===== src/twm_pkg.sv =====
/*
  twm_pkg: shared constants and types of the two-wire eeprom master.
  assumes: a single 125 mhz core clock; all users reference names as twm_pkg::name.
*/
package twm_pkg;

  // ----------------------------------------------------------------
  // timing
  // ----------------------------------------------------------------
  localparam int SYS_CLK_HZ     = 125_000_000;  // core clock rate
  localparam int SCL_HZ         = 60_000;       // target serial clock rate
  localparam int PHASES_PER_BIT = 4;            // quarter slots in one serial bit
  // longest quarter slot that keeps the clock at or above the target rate
  localparam int QTR_CYCLES     = SYS_CLK_HZ / (SCL_HZ * PHASES_PER_BIT);
  localparam int DIV_W          = 16;           // width of the quarter divider

  // ----------------------------------------------------------------
  // bus addressing and download shape
  // ----------------------------------------------------------------
  localparam logic [6:0] EEPROM_ADDR7  = 7'h50;  // a0h once the direction bit is added
  localparam logic       DIR_WRITE     = 1'h0;   // direction bit for a write
  localparam logic       DIR_READ      = 1'h1;   // direction bit for a read
  localparam logic [7:0] DL_FIRST_WORD = 8'h00;  // download starts at word zero
  localparam int         DL_BYTES      = 40;     // words 00h..27h of the load map
  localparam int         CNT_W         = 8;      // width of byte counters

  // ----------------------------------------------------------------
  // bit slot layout
  // ----------------------------------------------------------------
  localparam logic [3:0] ACK_SLOT  = 4'h8;  // ninth slot of a byte is the acknowledge
  localparam logic [1:0] PH_FIRST  = 2'h0;  // clock low, data may change
  localparam logic [1:0] PH_RISE   = 2'h1;  // clock released
  localparam logic [1:0] PH_SAMPLE = 2'h2;  // clock high, data sampled at its end
  localparam logic [1:0] PH_LAST   = 2'h3;  // last quarter, slot decision taken

  // ----------------------------------------------------------------
  // sequencer states, one-hot
  // ----------------------------------------------------------------
  typedef enum logic [8:0] {
    ST_IDLE   = 9'h001,
    ST_START  = 9'h002,
    ST_ADDR_W = 9'h004,
    ST_WORD   = 9'h008,
    ST_DATA_W = 9'h010,
    ST_RSTART = 9'h020,
    ST_ADDR_R = 9'h040,
    ST_READ   = 9'h080,
    ST_STOP   = 9'h100
  } twm_state_e;

endpackage


===== src/twm_master.sv =====
/*
  twm_master: two-wire serial master that downloads defaults from an eeprom after
  reset and runs single-byte reads and writes on request.
  assumes: pins are open-drain with external pull-ups; the pad ring resolves each
  terminal from its _oe; request ports come from logic on sys_clk.
*/
// How it works
// - bus enabled: terminals 3/4 carry serial lines
// - latest reset release samples clock pull-up
// - writing zero to present disables at once
// - clock output only, data both ways, open-drain
// - clock toggles near 60 khz, released when idle
// - start opens, stop closes every transfer
// - data steady while clock is high
// - eight-bit bytes, each followed by acknowledge
// - receiver acknowledges by holding data low
// - software runs only single-byte reads and writes
// - multibyte download runs after link reset
// - write: address, word, data, acknowledges, stop
// - unacknowledged slave address sets bus error
// - read: word, repeated start, byte, nack, stop
// - download acks each byte, nacks the last
// - short protocol drops word address phase
// - slave address write launches one transaction
// - download busy flag held during download
// - download error reports download outcome
`timescale 1ns/100ps
module twm_master #(
  parameter int QTR_CYCLES = twm_pkg::QTR_CYCLES,  // core cycles per quarter bit
  parameter int DL_BYTES   = twm_pkg::DL_BYTES     // bytes fetched by the download
) (
  // clock and reset
  input  wire logic       sys_clk,
  input  wire logic       rst_n,
  // device resets from pins, active low
  input  wire logic       link_reset_in_n,
  input  wire logic       global_reset_in_n,
  // shared terminal three (serial data)
  input  wire logic       term3_in,
  output logic            term3_o,
  output logic            term3_oe,
  // shared terminal four (serial clock)
  input  wire logic       term4_in,
  output logic            term4_o,
  output logic            term4_oe,
  // general-purpose side of the shared terminals
  input  wire logic       general_io_three_o,
  input  wire logic       general_io_three_oe,
  output logic            general_io_three_i,
  input  wire logic       general_io_four_o,
  input  wire logic       general_io_four_oe,
  output logic            general_io_four_i,
  // software request
  input  wire logic [7:0] sw_word_addr,
  input  wire logic [7:0] sw_wdata,
  input  wire logic [7:0] sw_slave_byte,
  input  wire logic       sw_slave_wr,
  input  wire logic       sw_present_clr,
  input  wire logic       short_protocol_select,
  // status
  output logic            bus_present_flag,
  output logic            bus_error_flag,
  output logic            request_busy_flag,
  output logic            download_busy_flag,
  output logic            download_error_flag,
  output logic [7:0]      sw_rdata,
  // downloaded bytes
  output logic            dl_byte_valid,
  output logic [7:0]      dl_byte_index,
  output logic [7:0]      dl_byte_data
);

  // ----------------------------------------------------------------
  // reset release and pin synchronisers
  // ----------------------------------------------------------------
  localparam int QTR_SAFE = (QTR_CYCLES < 1) ? 1 : QTR_CYCLES;
  localparam logic [twm_pkg::DIV_W-1:0] QTR_LAST = twm_pkg::DIV_W'(QTR_SAFE - 1);
  localparam logic [twm_pkg::CNT_W-1:0] DL_COUNT = twm_pkg::CNT_W'(DL_BYTES);

  logic       rst_meta_r;  // first reset stage
  logic       rst_sync_n;  // released reset used everywhere below
  logic [3:0] pins_s;      // synced term3, term4, global and link resets
  logic       sda_s;       // synced data terminal
  logic       scl_s;       // synced clock terminal
  logic       rst_both_s;  // both device resets released

  // reset asserts at once, releases after two edges
  always_ff @(posedge sys_clk or negedge rst_n) begin
    if (!rst_n) begin
      rst_meta_r <= 1'b0;
      rst_sync_n <= 1'b0;
    end else begin
      rst_meta_r <= 1'b1;
      rst_sync_n <= rst_meta_r;
    end
  end

  // all pin levels pass two flops before any logic sees them
  twm_sync #(.W(4), .RST_VAL(4'h3)) u_pin_sync (
    .sys_clk  (sys_clk),
    .rst_n    (rst_sync_n),
    .async_in ({link_reset_in_n, global_reset_in_n, term4_in, term3_in}),
    .sync_out (pins_s)
  );

  assign sda_s      = pins_s[0];
  assign scl_s      = pins_s[1];
  assign rst_both_s = pins_s[2] & pins_s[3];

  // ----------------------------------------------------------------
  // state
  // ----------------------------------------------------------------
  twm_pkg::twm_state_e st_r, st_nxt;            // sequencer state
  logic [1:0]  ph_r, ph_nxt;                    // quarter within a bit slot
  logic [3:0]  slot_r, slot_nxt;                // bit slot, 8 is acknowledge
  logic [7:0]  sh_r, sh_nxt;                    // byte shifter
  logic        ack_r, ack_nxt;                  // sampled acknowledge level
  logic [twm_pkg::DIV_W-1:0] div_r, div_nxt;    // quarter divider
  logic        tick;                            // quarter-slot enable pulse
  logic        rel_r, rel_nxt;                  // previous both-released level
  logic        op_rd_r, op_rd_nxt;              // transfer reads
  logic        op_dl_r, op_dl_nxt;              // transfer is the download
  logic        short_r, short_nxt;              // word phase dropped for this transfer
  logic [6:0]  slave_r, slave_nxt;              // slave address of this transfer
  logic [7:0]  word_r, word_nxt;                // word address of this transfer
  logic [7:0]  wdata_r, wdata_nxt;              // data byte to write
  logic [twm_pkg::CNT_W-1:0] left_r, left_nxt;  // download bytes still wanted
  logic        dl_pend_r, dl_pend_nxt;          // download owed after link reset
  logic        present_r, present_nxt;
  logic        berr_r, berr_nxt;
  logic        rbusy_r, rbusy_nxt;
  logic        dbusy_r, dbusy_nxt;
  logic        derr_r, derr_nxt;
  logic [7:0]  rdata_r, rdata_nxt;
  logic        dlv_r, dlv_nxt;
  logic [7:0]  dli_r, dli_nxt;
  logic [7:0]  dld_r, dld_nxt;
  logic        scl_lo, sda_lo;                  // lines pulled low by this state
  logic        t3_o_nxt, t3_oe_nxt, t4_o_nxt, t4_oe_nxt;
  logic        slot_end, nack, more;

  // ----------------------------------------------------------------
  // line drive per state and quarter
  // ----------------------------------------------------------------
  // start: q0 scl lo/sda hi, q1 both hi, q2 sda lo, q3 scl lo
  // stop: q0 both lo, q1 scl hi, q2/q3 sda released
  // bit: data changes only in q0, clock high in q1/q2
  always_comb begin
    scl_lo = 1'b0;
    sda_lo = 1'b0;
    case (st_r)
      twm_pkg::ST_IDLE: begin
        scl_lo = 1'b0;  // clock left released, no toggling
        sda_lo = 1'b0;
      end
      twm_pkg::ST_START, twm_pkg::ST_RSTART: begin
        scl_lo = (ph_r == twm_pkg::PH_FIRST) || (ph_r == twm_pkg::PH_LAST);
        sda_lo = (ph_r == twm_pkg::PH_SAMPLE) || (ph_r == twm_pkg::PH_LAST);
      end
      twm_pkg::ST_STOP: begin
        scl_lo = (ph_r == twm_pkg::PH_FIRST);
        sda_lo = (ph_r == twm_pkg::PH_FIRST) || (ph_r == twm_pkg::PH_RISE);
      end
      twm_pkg::ST_READ: begin
        scl_lo = (ph_r == twm_pkg::PH_FIRST) || (ph_r == twm_pkg::PH_LAST);
        // ack low while more bytes are wanted, nack high on the last
        sda_lo = (slot_r == twm_pkg::ACK_SLOT) && more;
      end
      default: begin
        scl_lo = (ph_r == twm_pkg::PH_FIRST) || (ph_r == twm_pkg::PH_LAST);
        // msb first, released during the slave's acknowledge
        sda_lo = (slot_r != twm_pkg::ACK_SLOT) && !sh_r[7];
      end
    endcase
  end

  // ----------------------------------------------------------------
  // terminal muxing: serial lines or general-purpose pins
  // ----------------------------------------------------------------
  // open-drain while present: the pin value is always low, only the enable moves
  always_comb begin
    if (present_r) begin
      t3_o_nxt  = 1'b0;
      t3_oe_nxt = sda_lo;  // data line, both directions
      t4_o_nxt  = 1'b0;
      t4_oe_nxt = scl_lo;  // clock line, output only
    end else begin
      t3_o_nxt  = general_io_three_o;  // general-purpose use restored
      t3_oe_nxt = general_io_three_oe;
      t4_o_nxt  = general_io_four_o;
      t4_oe_nxt = general_io_four_oe;
    end
  end

  // ----------------------------------------------------------------
  // quarter divider and sequencer next state
  // ----------------------------------------------------------------
  assign tick     = (div_r == QTR_LAST);
  assign slot_end = tick && (ph_r == twm_pkg::PH_LAST);
  assign more     = op_dl_r && (left_r > twm_pkg::CNT_W'(1));
  assign nack     = ack_r;  // high level in the ack slot means no acknowledge

  always_comb begin
    st_nxt      = st_r;
    ph_nxt      = ph_r;
    slot_nxt    = slot_r;
    sh_nxt      = sh_r;
    ack_nxt     = ack_r;
    div_nxt     = tick ? '0 : div_r + twm_pkg::DIV_W'(1);  // four quarters per bit
    rel_nxt     = rst_both_s;
    op_rd_nxt   = op_rd_r;
    op_dl_nxt   = op_dl_r;
    short_nxt   = short_r;
    slave_nxt   = slave_r;
    word_nxt    = word_r;
    wdata_nxt   = wdata_r;
    left_nxt    = left_r;
    dl_pend_nxt = dl_pend_r;
    present_nxt = present_r;
    berr_nxt    = berr_r;
    rbusy_nxt   = rbusy_r;
    dbusy_nxt   = dbusy_r;
    derr_nxt    = derr_r;
    rdata_nxt   = rdata_r;
    dlv_nxt     = 1'b0;
    dli_nxt     = dli_r;
    dld_nxt     = dld_r;

    // software clear of the present flag; a detect in the same cycle wins
    if (sw_present_clr) begin
      present_nxt = 1'b0;
    end
    // latest of the two reset releases: look for the clock pull-up
    if (rst_both_s && !rel_r) begin
      present_nxt = scl_s;
      dl_pend_nxt = scl_s;  // download owed once detected
    end

    if (!rst_both_s || !present_nxt) begin
      // disabled or held in reset: go idle and drop both busy flags at once
      st_nxt    = twm_pkg::ST_IDLE;
      rbusy_nxt = 1'b0;
      dbusy_nxt = 1'b0;
      if (!rst_both_s) begin
        dl_pend_nxt = 1'b0;
      end
    end else if (st_r == twm_pkg::ST_IDLE) begin
      ph_nxt   = twm_pkg::PH_FIRST;
      slot_nxt = '0;
      div_nxt  = '0;  // first quarter of a transfer runs full length
      if (dl_pend_r) begin
        // automatic multibyte read of the load map
        st_nxt      = twm_pkg::ST_START;
        dl_pend_nxt = 1'b0;
        dbusy_nxt   = 1'b1;
        derr_nxt    = 1'b0;
        op_dl_nxt   = 1'b1;
        op_rd_nxt   = 1'b1;
        short_nxt   = short_protocol_select;
        slave_nxt   = twm_pkg::EEPROM_ADDR7;
        word_nxt    = twm_pkg::DL_FIRST_WORD;
        left_nxt    = DL_COUNT;
        dli_nxt     = '0;
      end else if (sw_slave_wr) begin
        // slave-address write launches one single-byte transfer
        st_nxt    = twm_pkg::ST_START;
        rbusy_nxt = 1'b1;
        berr_nxt  = 1'b0;
        op_dl_nxt = 1'b0;
        op_rd_nxt = sw_slave_byte[0];
        short_nxt = short_protocol_select;
        slave_nxt = sw_slave_byte[7:1];
        word_nxt  = sw_word_addr;
        wdata_nxt = sw_wdata;
        left_nxt  = twm_pkg::CNT_W'(1);
      end
    end else if (tick) begin
      ph_nxt = ph_r + 2'h1;
      // sample on the last clock-high quarter
      if (ph_r == twm_pkg::PH_SAMPLE) begin
        if (slot_r == twm_pkg::ACK_SLOT) begin
          ack_nxt = sda_s;
        end else if (st_r == twm_pkg::ST_READ) begin
          sh_nxt = {sh_r[6:0], sda_s};  // slave sends msb first
        end
      end
      if (slot_end) begin
        slot_nxt = slot_r + 4'h1;
        if ((st_r != twm_pkg::ST_READ) && (slot_r != twm_pkg::ACK_SLOT)) begin
          sh_nxt = {sh_r[6:0], 1'b0};
        end
        case (st_r)
          twm_pkg::ST_START: begin
            slot_nxt = '0;
            if (op_rd_r && short_r) begin
              st_nxt = twm_pkg::ST_ADDR_R;  // no word phase, read at once
              sh_nxt = {slave_r, twm_pkg::DIR_READ};
            end else begin
              st_nxt = twm_pkg::ST_ADDR_W;
              sh_nxt = {slave_r, twm_pkg::DIR_WRITE};
            end
          end
          twm_pkg::ST_RSTART: begin
            slot_nxt = '0;
            st_nxt   = twm_pkg::ST_ADDR_R;
            sh_nxt   = {slave_r, twm_pkg::DIR_READ};
          end
          twm_pkg::ST_ADDR_W, twm_pkg::ST_WORD, twm_pkg::ST_DATA_W,
          twm_pkg::ST_ADDR_R: begin
            if (slot_r == twm_pkg::ACK_SLOT) begin
              slot_nxt = '0;
              if (nack) begin
                // missing acknowledge anywhere: flag it and close
                st_nxt = twm_pkg::ST_STOP;
                if (op_dl_r) begin
                  derr_nxt = 1'b1;
                end else begin
                  berr_nxt = 1'b1;
                end
              end else if (st_r == twm_pkg::ST_ADDR_R) begin
                st_nxt = twm_pkg::ST_READ;
              end else if (st_r == twm_pkg::ST_DATA_W) begin
                st_nxt = twm_pkg::ST_STOP;  // final ack then stop
              end else if ((st_r == twm_pkg::ST_ADDR_W) && !short_r) begin
                st_nxt = twm_pkg::ST_WORD;
                sh_nxt = word_r;
              end else if ((st_r == twm_pkg::ST_WORD) && op_rd_r) begin
                st_nxt = twm_pkg::ST_RSTART;
              end else begin
                st_nxt = twm_pkg::ST_DATA_W;  // short write skips the word
                sh_nxt = wdata_r;
              end
            end
          end
          twm_pkg::ST_READ: begin
            if (slot_r == twm_pkg::ACK_SLOT) begin
              slot_nxt = '0;
              left_nxt = left_r - twm_pkg::CNT_W'(1);
              if (op_dl_r) begin
                dlv_nxt = 1'b1;
                dld_nxt = sh_r;
              end else begin
                rdata_nxt = sh_r;
              end
              // keep reading while bytes are wanted
              st_nxt = more ? twm_pkg::ST_READ : twm_pkg::ST_STOP;
            end
          end
          twm_pkg::ST_STOP: begin
            st_nxt    = twm_pkg::ST_IDLE;  // lines released, clock idle
            rbusy_nxt = 1'b0;
            dbusy_nxt = 1'b0;
          end
          default: begin
            st_nxt = twm_pkg::ST_IDLE;
          end
        endcase
      end
    end
    // index advances after each delivered byte
    if (dlv_r) begin
      dli_nxt = dli_r + 8'h01;
    end
  end

  // ----------------------------------------------------------------
  // registers
  // ----------------------------------------------------------------
  always_ff @(posedge sys_clk or negedge rst_sync_n) begin
    if (!rst_sync_n) begin
      st_r      <= twm_pkg::ST_IDLE;
      ph_r      <= '0;
      slot_r    <= '0;
      sh_r      <= '0;
      ack_r     <= 1'b1;
      div_r     <= '0;
      rel_r     <= 1'b0;
      op_rd_r   <= 1'b0;
      op_dl_r   <= 1'b0;
      short_r   <= 1'b0;
      slave_r   <= '0;
      word_r    <= '0;
      wdata_r   <= '0;
      left_r    <= '0;
      dl_pend_r <= 1'b0;
      present_r <= 1'b0;
      berr_r    <= 1'b0;
      rbusy_r   <= 1'b0;
      dbusy_r   <= 1'b0;
      derr_r    <= 1'b0;
      rdata_r   <= '0;
      dlv_r     <= 1'b0;
      dli_r     <= '0;
      dld_r     <= '0;
      term3_o   <= 1'b0;
      term3_oe  <= 1'b0;
      term4_o   <= 1'b0;
      term4_oe  <= 1'b0;
      general_io_three_i <= 1'b1;
      general_io_four_i  <= 1'b1;
    end else begin
      st_r      <= st_nxt;
      ph_r      <= ph_nxt;
      slot_r    <= slot_nxt;
      sh_r      <= sh_nxt;
      ack_r     <= ack_nxt;
      div_r     <= div_nxt;
      rel_r     <= rel_nxt;
      op_rd_r   <= op_rd_nxt;
      op_dl_r   <= op_dl_nxt;
      short_r   <= short_nxt;
      slave_r   <= slave_nxt;
      word_r    <= word_nxt;
      wdata_r   <= wdata_nxt;
      left_r    <= left_nxt;
      dl_pend_r <= dl_pend_nxt;
      present_r <= present_nxt;
      berr_r    <= berr_nxt;
      rbusy_r   <= rbusy_nxt;
      dbusy_r   <= dbusy_nxt;
      derr_r    <= derr_nxt;
      rdata_r   <= rdata_nxt;
      dlv_r     <= dlv_nxt;
      dli_r     <= dli_nxt;
      dld_r     <= dld_nxt;
      term3_o   <= t3_o_nxt;
      term3_oe  <= t3_oe_nxt;
      term4_o   <= t4_o_nxt;
      term4_oe  <= t4_oe_nxt;
      general_io_three_i <= sda_s;
      general_io_four_i  <= scl_s;
    end
  end

  // ----------------------------------------------------------------
  // status outputs, all straight from flops
  // ----------------------------------------------------------------
  assign bus_present_flag    = present_r;
  assign bus_error_flag      = berr_r;
  assign request_busy_flag   = rbusy_r;
  assign download_busy_flag  = dbusy_r;
  assign download_error_flag = derr_r;
  assign sw_rdata            = rdata_r;
  assign dl_byte_valid       = dlv_r;
  assign dl_byte_index       = dli_r;
  assign dl_byte_data        = dld_r;

endmodule


===== src/twm_sync.sv =====
/*
  twm_sync: two-flop synchroniser for a vector of independent levels.
  assumes: each bit is a slow level from outside the sys_clk domain; bits are not
  related to one another, so no word coherence is promised.
*/
`timescale 1ns/100ps
module twm_sync #(
  parameter int         W        = 1,
  parameter logic [W-1:0] RST_VAL = '0
) (
  // clock and reset
  input  wire logic         sys_clk,
  input  wire logic         rst_n,
  // levels
  input  wire logic [W-1:0] async_in,
  output logic      [W-1:0] sync_out
);

  // ----------------------------------------------------------------
  // two stages
  // ----------------------------------------------------------------
  logic [W-1:0] meta_r;  // first stage, read only by the second

  // the first stage may go metastable; only sync_out feeds logic
  always_ff @(posedge sys_clk or negedge rst_n) begin
    if (!rst_n) begin
      meta_r   <= RST_VAL;
      sync_out <= RST_VAL;
    end else begin
      meta_r   <= async_in;
      sync_out <= meta_r;
    end
  end

endmodule


===== config.mk =====
export PLATFORM = sky130hd
export DESIGN_NAME = twm_master
export DESIGN_NICKNAME = d
export VERILOG_FILES = /design/src/twm_pkg.sv /design/src/twm_master.sv /design/src/twm_sync.sv
export SDC_FILE = /design/constraint.sdc
export NUM_CORES = 1
export LEC_CHECK = 0
export BUFFER_PORTS_ARGS = -buffer_cell sky130_fd_sc_hd__buf_2
export CAP_MARGIN = 10
export CORE_MARGIN = 2
export CORE_UTILIZATION = 50
export CTS_BUF_LIST = sky130_fd_sc_hd__clkbuf_4 sky130_fd_sc_hd__clkbuf_8
export CTS_CLUSTER_DIAMETER = 120
export DETAILED_ROUTE_END_ITERATION = 6
export GPL_TIMING_DRIVEN = 0
export PLACE_DENSITY = 0.76
export RECOVER_POWER = 100
export SLEW_MARGIN = 20
export SYNTH_ARGS = -nofsm -noshare
export SYNTH_HDL_FRONTEND = slang
export SYNTH_SLANG_ARGS = --single-unit
export TNS_END_PERCENT = 50

===== constraint.sdc =====
create_clock -name sys_clk -period 4 [get_ports sys_clk]
set_input_delay 0.8 -clock sys_clk [delete_from_list [all_inputs] [get_ports sys_clk]]
set_output_delay 0.8 -clock sys_clk [all_outputs]
set_load 0.02 [all_outputs]

# [Word-level counts from Yosys, hierarchy flattened]
# Index checks and enable logic that the tools add are counted.
[word_totals] elab_cells=229 input_bits=37 register_bits=122 output_inout_bits=36
[classes] n_bitwise=5 addsub=5 n_eq_ne=28 muxes=106 n_reduce_logical=50 order_cmp=1
[op_table] operator="$mux 8" count=24
[op_table] operator="$mux 9" count=12
[op_table] operator="$mux 1" count=51
[op_table] operator="$mux 16" count=3
[op_table] operator="$pmux 9 s4" count=1
[op_table] operator="$pmux 8 s3" count=1
[op_table] operator="$mux 7" count=3
[op_table] operator="$reduce_bool 2->1" count=10
[op_table] operator="$add 16x1->16 const B" count=1
[op_table] operator="$eq 16x10->1 const B" count=1
[op_table] operator="$mux 4" count=4
[op_table] operator="$reduce_and 5->1" count=3
[op_table] operator="$reduce_and 7->1" count=2
[op_table] operator="$mux 6" count=2
[op_table] operator="$ne 3x3->1 const B" count=4
[op_table] operator="$ne 4x4->1 const B" count=3
[op_table] operator="$reduce_and 3->1" count=4
[op_table] operator="$eq 9x1->1 const B" count=1
[op_table] operator="$eq 9x2->1 const B" count=1
[op_table] operator="$eq 9x3->1 const B" count=1
[op_table] operator="$eq 9x4->1 const B" count=1
[op_table] operator="$eq 9x5->1 const B" count=1
[op_table] operator="$eq 9x6->1 const B" count=1
[op_table] operator="$eq 9x7->1 const B" count=1
[op_table] operator="33 further kinds" count=59

# [Logic depth before layout (Yosys ltp)]
# Gate-level depths: netlist (run 1).
[logic_depth] word_depth=13 depth_mapped=10 depth_no_buf=9

# [Hierarchy]
# A second synthesis (run 1) with hierarchy kept.
[unflattened] cells_unflattened=594 hier_area_um2=6165.9
[modules_own_cells] mod="twm_master" area_each_um2=5960.7 n_inst=1 seq_area_each_um2=2857.7 cells_per_inst=586
[modules_own_cells] mod="twm_sync" area_each_um2=205.2 n_inst=1 seq_area_each_um2=205.2 cells_per_inst=8

# [Worst setup path before layout (run 1)]
# OpenSTA, ideal clock, no wires.
[synth_path] path_type="input to register" start="input port sw_present_clr" end="register slot_r[2]" setup_slack_ps=1577 path_stages=7 arrival_ps=2359 required_time_ps=3936 setup_ps=64 path_cell_list="and3b_1 -> o21ba_2 -> clkbuf_1 -> nand3_1 -> or4_1 -> nor3b_1 -> a21o_1"
[synth_via] elab_chain_len=6
[synth_lines] element="start: declaration" line_no="twm_master.sv:58" source="input wire logic sw_present_clr,"
[synth_lines] element="$mux 1" line_no="twm_master.sv:230" source="if (sw_present_clr) begin"
[synth_lines] element="$mux 1" line_no="twm_master.sv:234" source="if (rst_both_s && !rel_r) begin"
[synth_lines] element="$logic_not 1->1" line_no="twm_master.sv:239" source="if (!rst_both_s || !present_nxt) begin"
[synth_lines] element="$logic_or 1x1->1" line_no="twm_master.sv:239"
[synth_lines] element="$not 1->1 (no source line)"
[synth_lines] element="$reduce_and 3->1 (no source line)"
[synth_lines] element="end signal: assignment" line_no="twm_master.sv:404" source="slot_r <= slot_nxt;"
[synth_lines] element="end: declaration" line_no="twm_master.sv:115" source="logic [3:0] slot_r, slot_nxt;"
# No other way between the ends.
# A chain may end at the register's enable or synchronous reset.

# [Worst setup path in the final report (run 1)]
[layout_path] start="register st_r[1]" end="register slave_r[2]"
[layout_via] elab_chain_len=2
[layout_lines] element="start: declaration" line_no="twm_master.sv:113" source="twm_pkg::twm_state_e st_r, st_nxt;"
[layout_lines] element="start signal: assignment" line_no="twm_master.sv:371" source="st_r <= twm_pkg::ST_IDLE;"
[layout_lines] element="start signal: assignment" line_no="twm_master.sv:402" source="st_r <= st_nxt;"
[layout_lines] element="$eq 9x1->1" line_no="twm_master.sv:247" source="end else if (st_r == twm_pkg::ST_IDLE) begin"
[layout_lines] element="$reduce_and 3->1 (no source line)"
[layout_lines] element="end signal: assignment" line_no="twm_master.sv:412" source="slave_r <= slave_nxt;"
[layout_lines] element="end: declaration" line_no="twm_master.sv:124" source="logic [6:0] slave_r, slave_nxt;"
# No other way between the ends.

==> impl_metrics.toml, run 1 <==
[status]
status = "finished with violations"
violations = "capacitance limit"

[clocking]
ctsResizeCount = 0
cts_setup_buffers = 0
cts_max_level = 4
numClockSinks = 122
cts_tree = "done"
cts-root-buf = "clkbuf_8"
worstSkewPairLatency_ns = 0.44
cts-hold-fix-buffers = 0
cts_buffers = 17
cts.path.max_buffers = 2
clk_pin_slew_ns = 0.07

[power]
power.density_mw_per_mm2 = 423
power.leakage_nw = 3.23
power.share.sequential_pct = 49.6
power_switching_w = 0.000813
clockPowerShare_pct = 36.7
switching_share_pct = 26.9
peakVddDrop_v = 0.000290
combPwrFrac_pct = 13.6
internal_power_w = 0.00221

[placed_design]
place.gp.congestion = 0.930
placed_cells_incl_taps = 847
port_buffers = 72
dpl-instance-area_sq_mm = 0.00684
hpwl_mm = 10.9

[critical_path]
start_kind = "register"
path_cells = "buf_2 > nor4_1 > nand4_1 > nor2_1 > o21ai_1 > clkbuf_1 > a22o_1"
regToRegSetupSlack_ns = 0.62
critPathMaxStageDelay_ns = 0.72
critPathCaptureType = "register"
crit_required_ns = 4.33
cp_slowest_cell = "nor4_1"
critical_path_class = "register to register"
arrival_ns = 3.71
path_max_fanout = 10

[route]
drtPass1Iterations = 7
drt_wl_total_mm = 15.2
wire_per_inst_um = 17.3
ant_nets = 0
vias_per_cell = 5.91
vias = 5186
dr.first_iter.drc_count = 458
post-route-drc-count = 0

[synthesis]
yosysTopAreaCell = "dfrtp_1"
synth_edf_count = 0
syn-num-nets = 652
synth_seq_cells = 122
synthDistinctLibCells = 65
synth_area_leaders = "dfrtp_1 46%, mux2_2 5.8%, nor2_1 3.7%"
syn-instance-count = 605
yosysMostFrequentCell = "dfrtp_1"
synth.avg_cell_area_sq_um = 10.3
synth_area_sq_mm = 0.00622
synth_common_cells = "114 x dfrtp_1, 62 x nor2_1, 39 x nand2_1"
ys_seq_area_share_pct = 49.3
yosysWarnings = 0
ys.flop_type = "dfrtp_1"
async_reset_ff_share_pct = 100
synth_top_area_share_pct = 45.9

[min_path]
hp-class = "input port to asynchronous set/reset pin"

[sta]
timing.slew.headroom_pct = 1.74
max_freq_mhz = 296
finalMaxSlewViolations = 0
fin_crit_sh_pct = 84.5
fin_crit_ns = 3.38
finalSetupViolCount = 0
worst_pin_slew_ns = 1.46
finalHoldViolCount = 0
rsz0062_at_grt = "no"
finalClockSkew_ns = 0.0107

[global_route]
antenna_found_initial = 0
first_global_vias = 5050
grt_max_degree = 56
grt_overflow = 0
grt_use_total_pct = 24.2
grt_first_pass_wirelength_mm = 25.0

[die]
fp.dieW_um = 116
start_util_pct = 51.6
ios = 73
core-area_sq_mm = 0.0121
die_h_um = 116
rows = 40
die_area_sq_mm = 0.0133

[run]
maxCapViolations = 1

[finish]
layout.cells.non_filler = 878
fin_nets = 745
fin_area_sq_mm = 0.00715
syn2layout_area_growth_pct = 15.1
diodes = 0
drive_gt1_share_pct = 17.9
==> cell usage in the layout, fill, tap and decap left out, types with 6 or more instances in the layout <==
cell type	n
buf_2	41
nand2_1	39
o22ai_1	15
mux2i_1	10
clkbuf_8	18
inv_1	16
o21ai_0	30
nor2b_1	13
mux2_2	31
clkbuf_1	55
or3_1	9
and3_1	11
a22o_1	17
xnor2_1	9
o22a_1	10
nand3_1	25
nor2_1	62
nand4_1	8
a21oi_1	25
dfrtp_1	114
o31ai_1	10
o21ai_1	6
ha_1	10
dfstp_2	6
nor3_1	13
xor2_1	13
==> stage by stage <==
stage | util, % | setup slack, ns | power (W) | hold slack [ns] | setup TNS, ns
6_report | 59.3 | 0.619 | 0.00303 | 0.128 | 0
5_1_grt | 59.3 | 0.403 | 0.00319 | 0.104 | 0
4_1_cts | 60.0 | 0.950 | 0.00306 | 0.0843 | 0
3_5_place_dp | 56.7 | 0.987 | 0.00193 | 0.289 | 0
3_3_place_gp | 56.3 | -0.809 | 0.00190 | 0.334 | -89.90
2_1_floorplan | - | 0.363 | 0.00179 | 0.331 | 0
==> layer usage <==
metal | vias to the layer above | GRT usage, % | wire length, um
met5 | - | 0 | 0
met4 | 0 | 9.40 | 195
met3 | 15 | 4.81 | 976
met2 | 197 | 38.6 | 7270
met1 | 2566 | 32.9 | 6730
li1 | 2408 | - | -
==> power by group through the flow <==
stage	Combinational, W	Sequential (W)	Clock, W
2_1_floorplan	0.000268	0.00152	0
3_3_place_gp	0.000378	0.00153	0
3_5_place_dp	0.000417	0.00152	0
4_1_cts	0.000421	0.00150	0.00114
5_1_grt	0.000464	0.00152	0.00120
6_report	0.000412	0.00150	0.00111
==> final timing paths <==
kind,start,endpoint,cells past startpoint
worst max register to register,st_r[1],slave_r[2],7
worst min-delay path,rst_n,rst_meta_r,1
worst min register to register,u_pin_sync.meta_r[2],u_pin_sync.sync_out[2],0
max in group asynchronous,rst_sync_n,general_io_three_i,2
worst max-delay path,st_r[1],slave_r[2],7
min in group sys_clk,u_pin_sync.meta_r[2],u_pin_sync.sync_out[2],0
==> cells by family after synthesis <==
kind of cell,after synthesis,share of synthesized area (%)
adder cells (fa/ha/maj),10,2.01
AND/OR/NAND/NOR,212,17.6
AO/OA/AOI/OAI,151,17.0
buffers and inverters,45,3.50
XOR/XNOR,22,3.10
other,1,0.0603
multiplexers,42,7.40
flip-flops,122,49.3
==> sequential cells by signal, indices dropped and copies added (netlist names), 2 cells and up <==
name and flops:
u_pin_sync.meta_r 4, slot_r 4, slave_r 7, dl_byte_index 8, left_r 8, st_r 9, sh_r 8, word_r 8
sw_rdata 8, div_r 16, dl_byte_data 8, wdata_r 8, ph_r 2, u_pin_sync.sync_out 4
==> layout make-up <==
type                    instances  area (sq um)
repair buffers                 74           339
fillers                      1017          4910
plain buffers                  29           154
well taps                     168           210
inverters                      16          60.1
clock buffers                  22           278
multi-input cells             438          2930
flip-flops and latches        122          3060
clock inverters                 9           124
==> critical path: cells and delay by family, from the launching register on <==
family,cells,cell delay (ns)
AO/OA/AOI/OAI,2,0.59
AND/OR/NAND/NOR,3,1.74
flip-flops,1,0.35
buffers and inverters,2,0.57
(Power assumes the default switching activity.)
==> inputs of run 2 (changes only) <==
clock period = 3.5 ns   (was 4 ns; I/O delays follow)
==> impl_metrics.toml, run 2 (synthesis results as in run 1) <==
[die]
rows = 40
ios = 73
start_util_pct = 51.6
fp.dieW_um = 116
die_area_sq_mm = 0.0133
die_h_um = 116
core-area_sq_mm = 0.0121

[finish]
drive_gt1_share_pct = 17.7
final_common_cell = "dfrtp_1"
syn2layout_area_growth_pct = 14.8
diodes = 0
largest-register = "div_r"
largest_register_ff_count = 16
layout_common_cells = "114 x dfrtp_1, 62 x nor2_1, 58 x clkbuf_1, 40 x buf_2, 39 x nand2_1"
fin_nets = 746
biggestRegsByFlops = "div_r (16), st_r (9)"

[critical_path]
critPathMaxStageDelay_ns = 0.58
startpoint = "st_r[7]"
r2r_start = "st_r[7]"
arrival_ns = 3.60
path_cells = "clkbuf_1 > or3_1 > clkbuf_1 > nor3_1 > a21boi_0 > nor3_1 > buf_2 > o31ai_1 > o21ai_0 > a21oi_1"
start_kind = "register"
cp_slowest_cell = "nor3_1"
crit_required_ns = 3.88
path_max_fanout = 10
critical_path_class = "register to register"
critPathCaptureType = "register"

[sta]
fin_crit_ns = 3.22
max_freq_mhz = 311
finalMaxSlewViolations = 41
fin_crit_sh_pct = 92.0
worst_pin_slew_ns = 1.95
finalClockSkew_ns = 0.0105
tns_ns = 0
finalSetupViolCount = 0
rsz0062_at_grt = "no"
holdWs_ns = 0.344
finalHoldViolCount = 0
timing.slew.headroom_pct = -30.1

[placed_design]
port_buffers = 72
place.gp.congestion = 0.910
hpwl_mm = 11.0

[global_route]
grt_max_degree = 58
grt_overflow = 0
antenna_found_initial = 0
grt_first_pass_wirelength_mm = 25.3
first_global_vias = 5013
grt_use_total_pct = 24.4

[route]
drt_wl_total_mm = 15.4
dr.first_iter.drc_count = 445
ant_nets = 0
wire_per_inst_um = 17.5
post-route-drc-count = 0
drtPass1Iterations = 5
vias = 5255
vias_per_cell = 5.97

[clocking]
cts-root-buf = "clkbuf_8"
clk_pin_slew_ns = 0.07
ctsResizeCount = 0
cts-hold-fix-buffers = 1
cts.path.max_buffers = 2
cts_tree = "done"
cts_buffers = 17
cts_max_level = 4
cts_setup_buffers = 0
numClockSinks = 122
worstSkewPairLatency_ns = 0.46

[run]
maxCapViolations = 1

[status]
status = "finished with violations"
violations = "capacitance limit, slew limit"

[min_path]
hp-class = "input port to register"
hold_start = "global_reset_in_n"

[power]
peakVddDrop_v = 0.000334
power.leakage_nw = 3.20
power_w = 0.00336
power.density_mw_per_mm2 = 471
-- run 2: worst max-delay path: cells and delay by family, from the launching register on --
| kind | cells | cell delay, ns |
|---|---|---|
| simple gates | 3 | 1.12 |
| compound gates | 4 | 0.96 |
| buf+inv | 3 | 0.71 |
| flops | 1 | 0.37 |
-- run 2: cell type report --
class	instances	area, sq um
fill	1032	4920
multi-input combinational	438	2930
sequential	122	3060
tap	168	210
clock inverter	12	98.8
buffer	29	138
timing repair buffer	75	364
clock buffer	20	269
inverter	16	60.1
-- run 2: final timing paths --
check | slack [ns] | endpoint | cells past startpoint
worst max-delay path | 0.28 | sh_r[4] | 10
worst min-delay path | 0.34 | u_pin_sync.meta_r[2] | 1
min in group asynchronous | 0.39 | u_pin_sync.sync_out[2] | 0
max in group asynchronous | 0.66 | bus_present_flag | 1
worst max register to register | 0.28 | sh_r[4] | 10
worst min register to register | 0.35 | u_pin_sync.sync_out[2] | 0
-- run 2: power breakdown --
group,internal (W),total [W],leakage [nW],switching (W)
clock,0.000598,0.00117,0.184,0.000575
sequential,0.00157,0.00171,1.58,0.000147
combinational,0.000218,0.000473,1.44,0.000255
-- run 2: metrics by stage --
stage / util (%) / setup slack (ns) / cell area [sq um] / std cells
finish: 59.2 / 0.280 / 7140 / 880
global route: 59.2 / 0.0670 / 7140 / 880
CTS: 59.8 / 0.379 / 7220 / 880
detailed placement: 56.7 / 0.406 / 6840 / 847
global placement: 56.3 / 0.461 / 6790 / 845
floorplan: - / 1.10 / 6220 / 605
-- run 2: per-layer routing --
metal  vias up  global-route usage, %  share of wire [%]
met3        31                   5.86                6.4
li1       2418                      -                  -
met1      2603                   33.1                 44
met4         0                   9.24                2.3
met2       203                   38.2                 47
met5         -                      0                  0
==> inputs of run 3 (changes only) <==
BUFFER_PORTS_ARGS = default   (was -buffer_cell sky130_fd_sc_hd__buf_2)
DONT_BUFFER_PORTS = 1   (was default)
PLACE_DENSITY = 0.71   (was 0.76)
==> impl_metrics.toml, run 3 (synthesis results as in run 1) <==
[finish]
layout_common_cells = "114 x dfrtp_1, 62 x nor2_1, 39 x nand2_1, 32 x mux2_2, 32 x o21ai_0"
largest-register = "div_r"
diodes = 0
syn2layout_area_growth_pct = 11.1
fin_area_sq_mm = 0.00691
drive_gt1_share_pct = 13.9
biggestRegsByFlops = "div_r (16), st_r (9)"
fin_nets = 674
final_common_cell = "dfrtp_1"
layout.cells.non_filler = 808
n_fill_cell = 1027
largest_register_ff_count = 16

[critical_path]
critPathMaxStageDelay_ns = 0.54
path_cells = "clkbuf_1 > or3_1 > clkbuf_1 > nor3_1 > a21boi_0 > nor3_1 > clkbuf_2 > o31ai_1 > o21ai_1 > a21oi_1"
critPathCaptureType = "register"
critical_path_class = "register to register"
path_max_fanout = 10
crit_buf_inv = 3
start_kind = "register"
crit_family = "simple AND/OR/NAND/NOR gates"
crit_required_ns = 3.87
cp_slowest_cell = "nor3_1"
arrival_ns = 3.56

[sta]
tns_ns = 0
worst_pin_slew_ns = 1.72
fin_crit_ns = 3.19
finalMaxSlewViolations = 40
max_freq_mhz = 314
holdWs_ns = 0.250
finalClockSkew_ns = 0.0170
rsz0062_at_grt = "no"
finalSetupViolCount = 0
fin_crit_sh_pct = 91.1
timing.slew.headroom_pct = -14.6
finalHoldViolCount = 0

[die]
fp.dieW_um = 116
die_h_um = 116
ios = 73
start_util_pct = 51.6
die_area_sq_mm = 0.0133
rows = 40
core-area_sq_mm = 0.0121

[placed_design]
hpwl_mm = 10.8
placed_cells_incl_taps = 775
port_buffers = 0
dpl-instance-area_sq_mm = 0.00648
place.gp.congestion = 0.903

[run]
maxCapViolations = 1

[global_route]
grt_first_pass_wirelength_mm = 24.5
grt_overflow = 0
grt_use_total_pct = 23.9
grt_max_degree = 50
first_global_vias = 4726
antenna_found_initial = 0

[route]
vias_per_cell = 5.99
dr.first_iter.drc_count = 324
wire_per_inst_um = 18.6
post-route-drc-count = 0
drt_wl_total_mm = 15.0
ant_nets = 0
vias = 4840
drtPass1Iterations = 5

[clocking]
cts-root-buf = "clkbuf_8"
ctsResizeCount = 0
cts_max_level = 4
worstSkewPairLatency_ns = 0.45
numClockSinks = 122
cts.path.max_buffers = 2
cts_buffers = 17
clk_pin_slew_ns = 0.07
cts_tree = "done"

[status]
status = "finished with violations"
violations = "capacitance limit, slew limit"

[power]
power.density_mw_per_mm2 = 528
power.leakage_nw = 3.07
power_w = 0.00365
peakVddDrop_v = 0.000377

[min_path]
hp-class = "input port to register"
==> run 3: metal layers <==
| layer | track usage (%) | part of all wire [%] |
|---|---|---|
| met1 | 32.1 | 43 |
| met2 | 36.8 | 48 |
| met3 | 7.11 | 7.5 |
| met4 | 8.76 | 1.6 |
| met5 | 0 | 0 |
==> run 3: layout make-up <==
cell class	instances	area [sq um]	share of cell area [%]
sequential	122	3060	44.3
inverter	16	60.1	0.869
buffer	29	138	1.99
clock buffer	25	313	4.53
clock inverter	7	164	2.37
timing repair buffer	3	27.5	0.398
tap	168	210	3.04
multi-input combinational	438	2930	42.5
==> run 3: through the flow <==
| stage | setup WS, ns | util, % |
|---|---|---|
| after floorplan | 1.10 | - |
| after global placement | 0.410 | 53.3 |
| after detailed placement | 0.396 | 53.7 |
| after CTS | 0.375 | 57.8 |
| after global routing | 0.0627 | 57.3 |
| final | 0.312 | 57.3 |
==> run 3: timing repair <==
item | 4_1_cts | 5_1_grt
hold buffers | 1 | 0
endpoints found under the hold margin | 2 | 0
setup endpoints to repair | 0 | 0
setup buffers | 0 | 0
==> run 3: where the power goes <==
| part | internal, W | switching [W] | total, W |
|---|---|---|---|
| logic | 0.000192 | 0.000204 | 0.000396 |
| clock network | 0.000946 | 0.000552 | 0.00150 |
| registers | 0.00157 | 0.000184 | 0.00175 |
==> run 3: worst reg2reg max path, stage by stage (launching register included) <==
cell and delay, ns:
dfrtp_1 0.36, clkbuf_1 0.22, or3_1 0.35, clkbuf_1 0.27, nor3_1 0.55, a21boi_0 0.41, nor3_1 0.20, clkbuf_2 0.25
o31ai_1 0.28, o21ai_1 0.11, a21oi_1 0.13
==> run 3: path summary, 6_finish.rpt <==
| path | from | to | slack, ns | depth (start not counted) |
|---|---|---|---|---|
| setup / recovery | st_r[7] | sh_r[4] | 0.31 | 10 |
| hold / removal | term3_in | u_pin_sync.meta_r[0] | 0.25 | 0 |
| setup reg to reg | st_r[7] | sh_r[4] | 0.31 | 10 |
| hold reg to reg | u_pin_sync.meta_r[3] | u_pin_sync.sync_out[3] | 0.35 | 0 |
| max in group asynchronous | rst_sync_n | st_r[1] | 0.73 | 1 |
| min in group asynchronous | rst_n | rst_meta_r | 0.48 | 1 |
